===== config.mk =====
export PLATFORM = sky130hd
export DESIGN_NAME = self_test_sequencer
export DESIGN_NICKNAME = d
export VERILOG_FILES = /design/src/self_test_pkg.sv /design/src/self_test_sequencer.sv
export SDC_FILE = /design/constraint.sdc
export NUM_CORES = 1
export LEC_CHECK = 0
export BUFFER_PORTS_ARGS = -buffer_cell sky130_fd_sc_hd__buf_4
export CAP_MARGIN = 20
export CORE_MARGIN = 10
export CORE_UTILIZATION = 45
export CTS_CLUSTER_SIZE = 16
export DETAILED_ROUTE_END_ITERATION = 6
export PLACE_DENSITY = 0.75
export SYNTH_ARGS = -nofsm -noshare
export SYNTH_HDL_FRONTEND = slang
export SYNTH_SLANG_ARGS = --single-unit

===== constraint.sdc =====
create_clock -name MCLK_I -period 3.8 [get_ports MCLK_I]
set_clock_uncertainty 0.2 [all_clocks]
set_input_delay 0.38 -clock MCLK_I [delete_from_list [all_inputs] [get_ports MCLK_I]]
set_output_delay 0.38 -clock MCLK_I [all_outputs]
set_load 0.05 [all_outputs]

===== src/self_test_pkg.sv =====
package self_test_pkg;

	// ==========================================================
	// Clock and timing
	localparam int unsigned CLK_FREQ_HZ     = 20000000;
	localparam int unsigned LAMP_TIME_MS    = 100;
	localparam int unsigned FLASH_TIME_MS   = 200;
	localparam int unsigned BLINK_TIME_MS   = 250;
	localparam int unsigned LAMP_CYCLES_DEF  = LAMP_TIME_MS * (CLK_FREQ_HZ / 1000);
	localparam int unsigned FLASH_CYCLES_DEF = FLASH_TIME_MS * (CLK_FREQ_HZ / 1000);
	localparam int unsigned BLINK_CYCLES_DEF = BLINK_TIME_MS * (CLK_FREQ_HZ / 1000);

	// ==========================================================
	// Test numbers (octal values held in four bits)
	localparam logic [3:0] TEST_FIRST      = 4'hf;
	localparam logic [3:0] TEST_LAST       = 4'h3;
	localparam logic [3:0] TEST_HANG_LOW   = 4'hd;
	localparam logic [3:0] TEST_PHASE_TUNE = 4'h2;
	localparam logic [3:0] TEST_SEEKS      = 4'h1;
	localparam logic [3:0] TEST_ALL        = 4'h0;
	localparam logic [3:0] DISP_NOT_READY  = 4'h8;
	localparam logic [3:0] DISP_ALL_ON     = 4'hf;
	localparam logic [3:0] DISP_BLANK      = 4'h0;
	localparam logic [15:0] READY_MASK_DEF = 16'h0018;

	// ==========================================================
	// Register map
	localparam logic [7:0] REG_COMMAND = 8'h00;
	localparam logic [7:0] REG_STATUS  = 8'h04;
	localparam logic [7:0] REG_OUTCOME = 8'h08;
	localparam int unsigned CMD_BEGIN_BIT = 0;
	localparam int unsigned CMD_END_BIT   = 1;
	localparam int unsigned CMD_IDLE3_BIT = 2;
	localparam logic [31:0] RDATA_RESET   = 32'h0000_0000;

	// ==========================================================
	// Types
	typedef struct packed {
		logic       valid;
		logic [3:0] number;
	} test_req_type;

	typedef struct packed {
		logic       done;
		logic       pass;
		logic [3:0] section;
	} test_rsp_type;

	typedef enum logic [1:0] {
		CTL_IDLE2,
		CTL_IDLE3,
		CTL_FIRMWARE,
		CTL_TESTING
	} ctl_type;

endpackage


===== src/self_test_sequencer.sv =====
// Chosen here: the APB slave port and the placing of the registers.
`timescale 1ns/1ps
// Overview of operation
// - Run tests descending from 17 to 3.
// - First test lights all; full pass blanks.
// - Start by power, run, command, idle button.
// - Button ignored while corner lamp lit.
// - Not ready in operating mode: flash 10.
// - Resume sequence once drive becomes ready.
// - Lamp test flash at every run start.
// - Operating mode failure holds test number.
// - Failure lamps steady; otherwise all dark.
// - Failure in 17..15 hangs controller.
// - Other operating mode outcomes hand over to firmware.
// - Leaves drive lamps, run, ready untouched.
// - Service loops selected test; zero loops all.
// - Single test failure shows section number.
// - Whole program failure shows test number.
// - Service pass flashes the test number.
// - Held start restarts after failure, service mode; a test 17 failure hangs instead.
// - Thirteen tests, two adjustments, fifteen sections.
// - End command enters idle state 2.
// - Normal drive operation only in operating position.
// - Selections 2 and 1 run adjustments, flashing.
// - Hang left only by reset or run.
module self_test_sequencer
	import self_test_pkg::*;
#(
	parameter int unsigned  LAMP_CYCLES  = LAMP_CYCLES_DEF,
	parameter int unsigned  FLASH_CYCLES = FLASH_CYCLES_DEF,
	parameter int unsigned  BLINK_CYCLES = BLINK_CYCLES_DEF,
	parameter logic [15:0]  READY_MASK   = READY_MASK_DEF
) (
	// Clock and reset
	input  wire logic                        MCLK_I,
	input  wire logic                        RST_N_I,
	// APB slave
	input  wire logic                        PSEL_I,
	input  wire logic                        PENABLE_I,
	input  wire logic                        PWRITE_I,
	input  wire logic [7:0]                  PADDR_I,
	input  wire logic [31:0]                 PWDATA_I,
	output logic [31:0]                      PRDATA_O,
	output logic                             PREADY_O,
	output logic                             PSLVERR_O,
	// Panel and drive pins
	input  wire logic                        OPERATING_SERVICE_SELECT_I,
	input  wire logic [3:0]                  TEST_SELECT_I,
	input  wire logic                        START_BUTTON_I,
	input  wire logic                        RUN_CONTROL_I,
	input  wire logic                        DRIVE_READY_I,
	// Test engine
	output self_test_pkg::test_req_type      TEST_REQ_O,
	input  wire self_test_pkg::test_rsp_type TEST_RSP_I,
	// Indicators and status
	output logic [3:0]                       RESULT_DISPLAY_O,
	output logic                             FAIL_LAMP_O,
	output logic                             FRONT_FAIL_O,
	output logic                             UNIT_LAMP_O,
	output logic                             FIRMWARE_ACTIVE_O,
	output logic                             DRIVE_ENABLE_O
);

	import self_test_pkg::*;

	typedef enum logic [3:0] {
		ST_IDLE,
		ST_LAMP,
		ST_ISSUE,
		ST_WAIT,
		ST_READY_WAIT,
		ST_PASS_FLASH,
		ST_HALT,
		ST_HANG
	} state_type;

	// ==========================================================
	// Pin synchronisers
	logic [7:0] pin_meta_q;
	logic [7:0] pin_sync_q;
	logic       start_prev_q;
	logic       run_prev_q;

	always_ff @(posedge MCLK_I or negedge RST_N_I) begin
		if (!RST_N_I) begin
			pin_meta_q <= 8'h00;
			pin_sync_q <= 8'h00;
		end else begin
			pin_meta_q <= {DRIVE_READY_I, RUN_CONTROL_I, START_BUTTON_I,
				OPERATING_SERVICE_SELECT_I, TEST_SELECT_I};
			pin_sync_q <= pin_meta_q;
		end
	end

	logic [3:0] test_sel;
	logic       op_mode;
	logic       start_held;
	logic       run_on;
	logic       drive_ready;
	assign test_sel    = pin_sync_q[3:0];
	assign op_mode     = pin_sync_q[4];
	assign start_held  = pin_sync_q[5];
	assign run_on      = pin_sync_q[6];
	// Drive ready is only observed, never gated by a failure
	assign drive_ready = pin_sync_q[7];

	always_ff @(posedge MCLK_I or negedge RST_N_I) begin
		if (!RST_N_I) begin
			start_prev_q <= 1'b0;
			run_prev_q   <= 1'b0;
		end else begin
			start_prev_q <= start_held;
			run_prev_q   <= run_on;
		end
	end

	logic start_rise;
	logic run_rise;
	assign start_rise = start_held && !start_prev_q;
	assign run_rise   = run_on && !run_prev_q;

	// ==========================================================
	// Sequencer state
	state_type  state_q;
	ctl_type    ctl_q;
	logic [3:0] cur_test_q;
	logic       single_q;
	logic       service_q;
	logic       fail_q;
	logic [3:0] fail_test_q;
	logic [3:0] fail_disp_q;
	logic [3:0] fail_section_q;
	logic [31:0] count_q;
	logic [31:0] blink_cnt_q;
	logic       blink_q;
	logic       req_q;

	logic cmd_begin;
	logic cmd_end;
	logic cmd_idle3;
	logic lamp_dark;
	logic hung;
	logic start_run;

	assign hung = (state_q == ST_HANG);
	// Corner lamp dark only in idle 2, idle 3 or while testing
	assign lamp_dark = (ctl_q == CTL_IDLE2) || (ctl_q == CTL_IDLE3) ||
		(ctl_q == CTL_TESTING);
	// Run toggle restarts even from a hang; all else is ignored there
	assign start_run = run_rise ||
		(!hung && cmd_begin && op_mode) ||
		(!hung && start_rise && lamp_dark &&
			(state_q == ST_IDLE || state_q == ST_HALT));

	logic timer_done;
	logic needs_ready;
	assign needs_ready = READY_MASK[cur_test_q];

	always_comb begin
		timer_done = 1'b0;
		case (state_q)
			ST_LAMP:       timer_done = (count_q >= LAMP_CYCLES - 1);
			ST_PASS_FLASH: timer_done = (count_q >= FLASH_CYCLES - 1);
			default:       timer_done = 1'b0;
		endcase
	end

	always_ff @(posedge MCLK_I or negedge RST_N_I) begin
		if (!RST_N_I) begin
			count_q <= 32'h0000_0000;
		end else if (state_q == ST_LAMP || state_q == ST_PASS_FLASH) begin
			count_q <= count_q + 32'h0000_0001;
		end else begin
			count_q <= 32'h0000_0000;
		end
	end

	// Free-running blink phase for flashing displays
	always_ff @(posedge MCLK_I or negedge RST_N_I) begin
		if (!RST_N_I) begin
			blink_cnt_q <= 32'h0000_0000;
			blink_q     <= 1'b0;
		end else if (blink_cnt_q >= BLINK_CYCLES - 1) begin
			blink_cnt_q <= 32'h0000_0000;
			blink_q     <= !blink_q;
		end else begin
			blink_cnt_q <= blink_cnt_q + 32'h0000_0001;
		end
	end

	// Main sequence; power-on reset itself starts a run
	always_ff @(posedge MCLK_I or negedge RST_N_I) begin
		if (!RST_N_I) begin
			state_q    <= ST_LAMP;
			cur_test_q <= TEST_FIRST;
			single_q   <= 1'b0;
			service_q  <= 1'b0;
			req_q      <= 1'b0;
		end else begin
			req_q <= 1'b0;
			if (start_run) begin
				state_q <= ST_LAMP;
			end else begin
				case (state_q)
					ST_IDLE, ST_HALT: begin
						state_q <= state_q;
					end
					ST_LAMP: begin
						if (timer_done) begin
							service_q <= !op_mode;
							// Nonzero selection loops one test
							single_q <= !op_mode && (test_sel != TEST_ALL);
							cur_test_q <= (!op_mode && test_sel != TEST_ALL) ?
								test_sel : TEST_FIRST;
							state_q <= ST_ISSUE;
						end
					end
					ST_ISSUE: begin
						if (!service_q && needs_ready && !drive_ready) begin
							state_q <= ST_READY_WAIT;
						end else begin
							req_q   <= 1'b1;
							state_q <= ST_WAIT;
						end
					end
					ST_READY_WAIT: begin
						if (drive_ready) begin
							state_q <= ST_ISSUE;
						end
					end
					ST_WAIT: begin
						if (TEST_RSP_I.done && TEST_RSP_I.pass) begin
							if (service_q) begin
								state_q <= ST_PASS_FLASH;
							end else if (cur_test_q == TEST_LAST) begin
								state_q <= ST_IDLE;
							end else begin
								cur_test_q <= cur_test_q - 4'h1;
								state_q    <= ST_ISSUE;
							end
						end else if (TEST_RSP_I.done) begin
							if (service_q && start_held && cur_test_q != TEST_FIRST) begin
								state_q <= ST_LAMP;
							end else if (cur_test_q >= TEST_HANG_LOW) begin
								state_q <= ST_HANG;
							end else if (service_q) begin
								state_q <= ST_HALT;
							end else begin
								state_q <= ST_IDLE;
							end
						end
					end
					ST_PASS_FLASH: begin
						if (timer_done) begin
							state_q <= ST_ISSUE;
							if (!single_q) begin
								// Whole program wraps to keep looping
								cur_test_q <= (cur_test_q == TEST_LAST) ?
									TEST_FIRST : cur_test_q - 4'h1;
							end
						end
					end
					ST_HANG: begin
						state_q <= ST_HANG;
					end
					default: begin
						state_q <= ST_IDLE;
					end
				endcase
			end
		end
	end

	// ==========================================================
	// Failure record; flag and display cleared only when a new run begins, test and section kept
	always_ff @(posedge MCLK_I or negedge RST_N_I) begin
		if (!RST_N_I) begin
			fail_q         <= 1'b0;
			fail_test_q    <= DISP_BLANK;
			fail_section_q <= DISP_BLANK;
			fail_disp_q    <= DISP_BLANK;
		end else if (state_q == ST_WAIT && TEST_RSP_I.done && !TEST_RSP_I.pass) begin
			fail_q         <= 1'b1;
			fail_test_q    <= cur_test_q;
			fail_section_q <= TEST_RSP_I.section;
			fail_disp_q    <= single_q ? TEST_RSP_I.section : cur_test_q;
		end else if (state_q == ST_LAMP) begin
			fail_q      <= 1'b0;
			fail_disp_q <= DISP_BLANK;
		end
	end

	// ==========================================================
	// Controller state as seen by the host
	always_ff @(posedge MCLK_I or negedge RST_N_I) begin
		if (!RST_N_I) begin
			ctl_q <= CTL_TESTING;
		end else if (start_run || state_q == ST_LAMP) begin
			ctl_q <= CTL_TESTING;
		end else if (state_q == ST_WAIT && TEST_RSP_I.done && !service_q &&
			(TEST_RSP_I.pass ? cur_test_q == TEST_LAST : cur_test_q < TEST_HANG_LOW)) begin
			ctl_q <= CTL_FIRMWARE;
		end else if (!hung && ctl_q != CTL_TESTING && cmd_end) begin
			ctl_q <= CTL_IDLE2;
		end else if (!hung && ctl_q != CTL_TESTING && cmd_idle3) begin
			ctl_q <= CTL_IDLE3;
		end
	end

	// ==========================================================
	// Indicators, all registered
	logic [3:0] disp_d;
	logic       lamps_d;

	always_comb begin
		disp_d  = DISP_BLANK;
		lamps_d = fail_q;
		case (state_q)
			ST_LAMP: begin
				disp_d  = DISP_ALL_ON;
				lamps_d = 1'b1;
			end
			ST_ISSUE, ST_WAIT: begin
				disp_d = (cur_test_q == TEST_FIRST) ? DISP_ALL_ON : DISP_BLANK;
			end
			ST_READY_WAIT: begin
				disp_d = blink_q ? DISP_NOT_READY : DISP_BLANK;
			end
			ST_PASS_FLASH: begin
				disp_d = cur_test_q;
			end
			ST_HALT, ST_HANG, ST_IDLE: begin
				disp_d = fail_q ? fail_disp_q : DISP_BLANK;
			end
			default: begin
				disp_d = DISP_BLANK;
			end
		endcase
	end

	always_ff @(posedge MCLK_I or negedge RST_N_I) begin
		if (!RST_N_I) begin
			RESULT_DISPLAY_O  <= DISP_BLANK;
			FAIL_LAMP_O       <= 1'b0;
			FRONT_FAIL_O      <= 1'b0;
			UNIT_LAMP_O       <= 1'b0;
			FIRMWARE_ACTIVE_O <= 1'b0;
			DRIVE_ENABLE_O    <= 1'b0;
		end else begin
			RESULT_DISPLAY_O  <= disp_d;
			FAIL_LAMP_O       <= lamps_d;
			FRONT_FAIL_O      <= lamps_d;
			UNIT_LAMP_O       <= !lamp_dark;
			FIRMWARE_ACTIVE_O <= (ctl_q != CTL_TESTING) && op_mode;
			DRIVE_ENABLE_O    <= op_mode;
		end
	end

	assign TEST_REQ_O = '{valid: req_q, number: cur_test_q};

	// ==========================================================
	// APB slave, zero wait states
	logic access;
	logic wr_cmd;
	logic addr_ok;
	assign access  = PSEL_I && PENABLE_I;
	assign addr_ok = (PADDR_I == REG_COMMAND) || (PADDR_I == REG_STATUS) ||
		(PADDR_I == REG_OUTCOME);
	assign wr_cmd  = access && PWRITE_I && (PADDR_I == REG_COMMAND);
	// Host commands reach logic only in operating mode; begin also works while testing
	assign cmd_begin = wr_cmd && PWDATA_I[CMD_BEGIN_BIT];
	assign cmd_end   = wr_cmd && PWDATA_I[CMD_END_BIT] && op_mode;
	assign cmd_idle3 = wr_cmd && PWDATA_I[CMD_IDLE3_BIT] && op_mode;

	assign PREADY_O  = 1'b1;
	assign PSLVERR_O = access && !addr_ok;

	always_ff @(posedge MCLK_I or negedge RST_N_I) begin
		if (!RST_N_I) begin
			PRDATA_O <= RDATA_RESET;
		end else if (PSEL_I && !PENABLE_I && !PWRITE_I) begin
			case (PADDR_I)
				REG_STATUS: begin
					PRDATA_O <= {12'h000, 2'(state_q == ST_HALT), 2'(ctl_q), 4'(state_q),
						3'h0, hung, 4'h0, RESULT_DISPLAY_O};
				end
				REG_OUTCOME: begin
					PRDATA_O <= {19'h00000, fail_q, fail_section_q, fail_test_q,
						fail_disp_q};
				end
				default: begin
					PRDATA_O <= RDATA_RESET;
				end
			endcase
		end
	end

endmodule


# Word-level counts from Yosys, hierarchy flattened
# Memory sizes are Yosys's and may differ from the RTL's.
# Index checks and enable logic that the tools add are counted.
# classes
add_sub_neg,3
n_lt_le_gt_ge,6
eq_ne,25
mux,44
n_bitwise,1
reduce_logical,67
# ops
cell,count
$mux W4,19
$add A32 B1 Y32 const B,2
$mux W32,2
$pmux W19 S2,1
$ge A32 B21 Y1 const B,1
$ge A32 B22 Y1 const B,1
$ge A32 B23 Y1 const B,1
$logic_and A1 B1 Y1,32
$pmux W4 S6,1
$pmux W4 S5,1
$eq A4 B3 Y1 const B,4
$ne A2 B2 Y1 const B,8
$mux W3,5
$eq A4 B2 Y1 const B,3
$logic_not A1 Y1,12
$pmux W4 S3,1
$mux W2,5
$logic_or A1 B1 Y1,9
$eq A8 B3 Y1 const B,1
$eq A8 B4 Y1 const B,1
$logic_not A8 Y1,1
$mux W1,8
$ne A4 B4 Y1 const B,2
$reduce_and A8 Y1,1
21 further kinds,24
# word_totals
register_bits,149
rom_bits,16
in_bits,59
output_inout_bits,48
elab_cells,170
memories,1
# memory_table
memory,depth,width,read_ports,rd_ports_with_merged_regs,write_ports,line,text
(name not given),16,1,1,0,0,self_test_sequencer.sv:157,assign needs_ready = READY_MASK[cur_test_q];

# Longest topological paths before layout
# depth
word_depth,10
mapped_depth,10

# Worst setup path after synthesis
# No wires, ideal clock.
# synth_path
path_kind,reg-to-reg
startpoint,register ctl_q[0]
endpoint,register single_q
setup_ps,125
arrival_ps,2112
slack_ps,1363
path_stages_with_launch,8
synth_period_minus_slack_ps,2437
path_cell_list,dfstp_2 > nor2b_1 > or4b_2 > o32ai_1 > a31oi_1 > clkbuf_1 > nand3_1 > mux2_2
# synth_via
elab_chain_cells,8
# synth_lines
element,line,text
from (decl),self_test_sequencer.sv:125,ctl_type ctl_q;
from (signal assigned),self_test_sequencer.sv:297,ctl_q <= CTL_TESTING;
from (signal assigned),self_test_sequencer.sv:299,ctl_q <= CTL_TESTING;
from (signal assigned),self_test_sequencer.sv:302,ctl_q <= CTL_FIRMWARE;
$eq A2 B1 Y1 / $logic_not A2 Y1 (equally long branches),self_test_sequencer.sv:147,assign lamp_dark = (ctl_q == CTL_IDLE2) || (ctl_q == CTL_IDLE3) ||
$logic_or A1 B1 Y1,self_test_sequencer.sv:147,
$logic_or A1 B1 Y1 (*),self_test_sequencer.sv:147,
$logic_and A1 B1 Y1 (*) (2 in series),self_test_sequencer.sv:152,(!hung && start_rise && lamp_dark &&
$logic_or A1 B1 Y1 (*),self_test_sequencer.sv:151,(!hung && cmd_begin && op_mode) ||
$not A1 Y1 (no source line) (*),n/a,
$reduce_and A3 Y1 (no source line) (*),n/a,
to (signal assigned),self_test_sequencer.sv:212,single_q <= !op_mode && (test_sel != TEST_ALL);
to (decl),self_test_sequencer.sv:127,logic single_q;
# Mark *: on every way between the ends. The rest lies on a longest branch, timed or not.
# A chain may end at the register's enable or synchronous reset.

# Worst setup path in the final report
# layout_path
startpoint,register state_q[1]
endpoint,register single_q
# layout_via
elab_chain_cells,8
# layout_lines
element,line,text
from (decl),self_test_sequencer.sv:124,state_type state_q;
from (signal assigned),self_test_sequencer.sv:206,state_q <= state_q;
$eq A4 B3 Y1,self_test_sequencer.sv:145,assign hung = (state_q == ST_HANG);
$logic_not A1 Y1,"self_test_sequencer.sv:151, self_test_sequencer.sv:152",
"$logic_and A1 B1 Y1, on equally long branches (2 in series)","self_test_sequencer.sv:151, self_test_sequencer.sv:152",
$logic_or A1 B1 Y1 / $logic_and A1 B1 Y1 (equally long branches),"self_test_sequencer.sv:150, self_test_sequencer.sv:152",
$logic_or A1 B1 Y1,self_test_sequencer.sv:151,
$not A1 Y1 (no source line),n/a,
$reduce_and A3 Y1 (no source line) (*),n/a,
# Marks and branches as above.

==> results.py <==
metrics = {
    "cells_and_area": {
        "area_growth_pct": 21.5,
        "final_nets": 770,
        "diodes": 0,
        "drive_gt1_share_pct": 16.4,
        "utilization_pct": 56.4,
    },
    "synthesis": {
        "synthTopCellsByArea": "dfrtp_1, nand2_1, xor2_1, nor2_1, nand3_1",
        "ys.flop_type": "dfrtp_1",
        "synthTopCellsByCount": "dfrtp_1, nand2_1, nor2_1",
        "yosysTopAreaCell": "dfrtp_1",
        "ys_ff_latch": 134,
        "synth_most_common_cell": "dfrtp_1",
        "syn_inst": 630,
        "synth_edf_count": 0,
        "syn_area_per_cell_um2": 9.87,
        "yosys.area.top_type_share_pct": 51.1,
        "yosys_warnings": 0,
        "synthArstFlopShare_pct": 100,
        "ys_types": 62,
        "syn_area_um2": 6220,
        "seq_area_frac_synth_pct": 54.1,
    },
    "cts": {
        "cts_buffers": 17,
        "cts_tree": "built",
        "cts_root_buf": "clkbuf_16",
        "clk_path_buf_depth": 2,
        "post_cts.repair.setup_buffers": 0,
        "htreeDepth": 4,
        "cts_sinks": 134,
        "clock_latency_ps": 420,
        "cts.reportedPaths.clkPinSlew_ps": 60,
    },
    "global_routing": {
        "grt_max_degree": 70,
        "grt.total_usage_pct": 14.9,
        "grt_overflow_total": 0,
        "grt_pass1_wl_um": 22800,
        "grt_antenna_before_repair": 0,
        "grt_pass1_vias": 4754,
    },
    "hold_path": {
        "worstHoldEndpoint": "ctl_q[0]$_DFFE_PN1P_",
        "holdPathStages": 4,
        "hp-start": "PWDATA_I[1]",
        "hold_class": "in2reg",
    },
    "floorplan": {
        "num_io_pins": 107,
        "die_h_um": 138,
        "rows": 42,
        "coreArea_um2": 13400,
        "die_area_um2": 18900,
        "start_util_pct": 46.4,
        "die_w_um": 138,
    },
    "place": {
        "hpwl_um": 9610,
        "place.gp.congestion": 0.882,
        "io_buffers": 62,
    },
    "power_and_ir_drop": {
        "clockPowerShare_pct": 52.0,
        "comb_power_share_pct": 5.6,
        "power_leakage_nw": 3.45,
        "swShare_pct": 21.7,
        "ir_drop_mv": 0.375,
        "powerDensity_nw_per_um2": 458,
        "p_int_mw": 2.71,
        "switching_power_mw": 0.751,
        "seqPwrFrac_pct": 42.5,
    },
    "timing": {
        "clock.fmax_mhz": 337,
        "setup_viol_count_final": 0,
        "hold_viol": 0,
        "finalCritPeriodShare_pct": 78.1,
        "grt_setup_unrepaired": "no",
        "finalCriticalPeriod_ps": 2970,
        "drv_slew": 0,
        "maxSlewHeadroom_pct": 35.1,
        "whs_ps": 105,
        "tns_ps": 0,
        "tightest_slew_ps": 968,
    },
    "setup_path": {
        "cpPeakStageDelay_ps": 700,
        "critPathBufInv": 0,
        "critical_path_class": "reg2reg",
        "start_kind": "flop",
        "reg2reg_from": "state_q[1]$_DFFE_PN0P_",
        "critPathMaxFanout": 14,
        "crit_arrival_ps": 3070,
        "r2r_slack_ps": 830,
        "r2r-end": "single_q$_DFFE_PN0P_",
        "cp_cell_sequence": "and3_1 > nor4_1 > a31oi_1 > nand3_1 > mux2_2",
        "cp_slowest_cell": "nor4_1",
        "endpoint_kind": "flop",
        "cpLargestDelayFamily": "simple AND/OR/NAND/NOR gates",
        "rr_worst_depth": 5,
        "required_ps": 3900,
    },
    "detailed_routing": {
        "ant_nets": 0,
        "dr.pass1.iters": 5,
        "vias": 4789,
        "drt_iter0_markers": 365,
        "wl_per_cell_um": 15.3,
        "vias_per_cell": 5.36,
        "drc_errors": 0,
        "drt-total-wl_um": 13600,
    },
    "outcome": {
        "status": "completed",
    },
    "job": {
        "maxCapViolCount": 0,
    },
}
-- registers in the layout, indices dropped and copies added, names as in the netlist, 8 cells and up --
name	flops
pin_sync_q	8
PRDATA_O	18
pin_meta_q	8
count_q	32
blink_cnt_q	32
-- metal layers --
metal,wire length (um),global-route usage [%],vias up
met3,971,4.37,18
li1,-,-,2289
met1,5960,18.7,2357
met4,192,5.56,0
met5,0,0,-
met2,6510,23.9,125
-- worst register-to-register path, delay by kind of cell (launching register included) --
family          cells  cell delay, ps
flops               1             530
simple gates        3            1250
compound gates      1             520
mux                 1             350
-- layout by cell type (no fill, tap or decap), types with 3 or more instances in the layout --
master         instances
or3_1                  4
nand3_1               44
o311ai_0               3
a22oi_1                3
nand2b_1               5
dlygate4sd3_1         13
and2_1                 3
and4_1                 4
a21oi_1               12
mux2i_1                9
bufinv_16              5
nand2_1               90
ha_1                   5
and3_1                10
clkbuf_16             17
nor2_1                85
dfstp_2                7
a221oi_1               6
nor2b_1                6
conb_1                24
or4_1                  3
buf_4                 66
xor2_1                38
o21ai_0               18
o22ai_1                4
clkinv_2               3
nand4_1               13
inv_1                 11
nor3_1                11
xnor2_1               10
a31oi_1                5
dfrtp_1              127
nor4_1                 9
o211ai_1               3
-- timing repair --
item                      CTS  global route
hold endpoints to repair   77             0
resized for setup           0             0
hold buffers               13             0
-- through the flow --
step | instances | power, mW | area, um^2 | setup WS [ps]
2_1_floorplan | 652 | 1.60 | 6300 | 1360
6_report | 894 | 3.46 | 7550 | 833
3_5_place_dp | 850 | 1.68 | 6770 | 699
4_1_cts | 894 | 3.50 | 7550 | 841
5_1_grt | 894 | 3.58 | 7550 | 646
3_3_place_gp | 850 | 1.67 | 6770 | 803
-- power groups by stage --
stage	Sequential (mW)	Combinational [mW]	Clock, mW
2_1_floorplan	1.53	0.0744	0
3_3_place_gp	1.49	0.181	0
3_5_place_dp	1.49	0.183	0
4_1_cts	1.47	0.194	1.84
5_1_grt	1.47	0.210	1.90
6_report	1.47	0.193	1.80
-- worst max path at each step --
stage                      startpoint                    to  slack (ps)  cells past startpoint
6_report       state_q[1]$_DFFE_PN0P_  single_q$_DFFE_PN0P_         830                      5
5_1_grt        state_q[1]$_DFFE_PN0P_  single_q$_DFFE_PN0P_         650                      5
4_1_cts        state_q[1]$_DFFE_PN0P_  single_q$_DFFE_PN0P_         840                      5
3_5_place_dp               PADDR_I[1]  single_q$_DFFE_PN0P_         700                      7
3_3_place_gp               PADDR_I[1]  single_q$_DFFE_PN0P_         800                      7
2_1_floorplan    ctl_q[0]$_DFFE_PN1P_  single_q$_DFFE_PN0P_        1360                      7
-- kinds of logic (layout without fill, tap and decap cells) --
family | Yosys count | in the layout | synth area share, %
AND/OR/NAND/NOR | 301 | 301 | 22.9
flip-flops | 134 | 134 | 54.1
AO/OA/AOI/OAI | 74 | 74 | 8.53
buffers and inverters | 56 | 122 | 4.93
XOR/XNOR | 48 | 48 | 6.76
multiplexers | 10 | 10 | 1.63
adder cells (fa/ha/maj) | 5 | 5 | 1.01
other | 2 | 24 | 0.121
-- cell type report --
| class | count | area, um^2 |
|---|---|---|
| well taps | 176 | 220 |
| clock buffers | 19 | 453 |
| fillers | 1157 | 5850 |
| inverters | 11 | 41.3 |
| multi-input cells | 462 | 2630 |
| flip-flops and latches | 134 | 3360 |
| clock inverters | 12 | 199 |
| repair buffers | 80 | 646 |
Power figures use the tool's default switching activity.
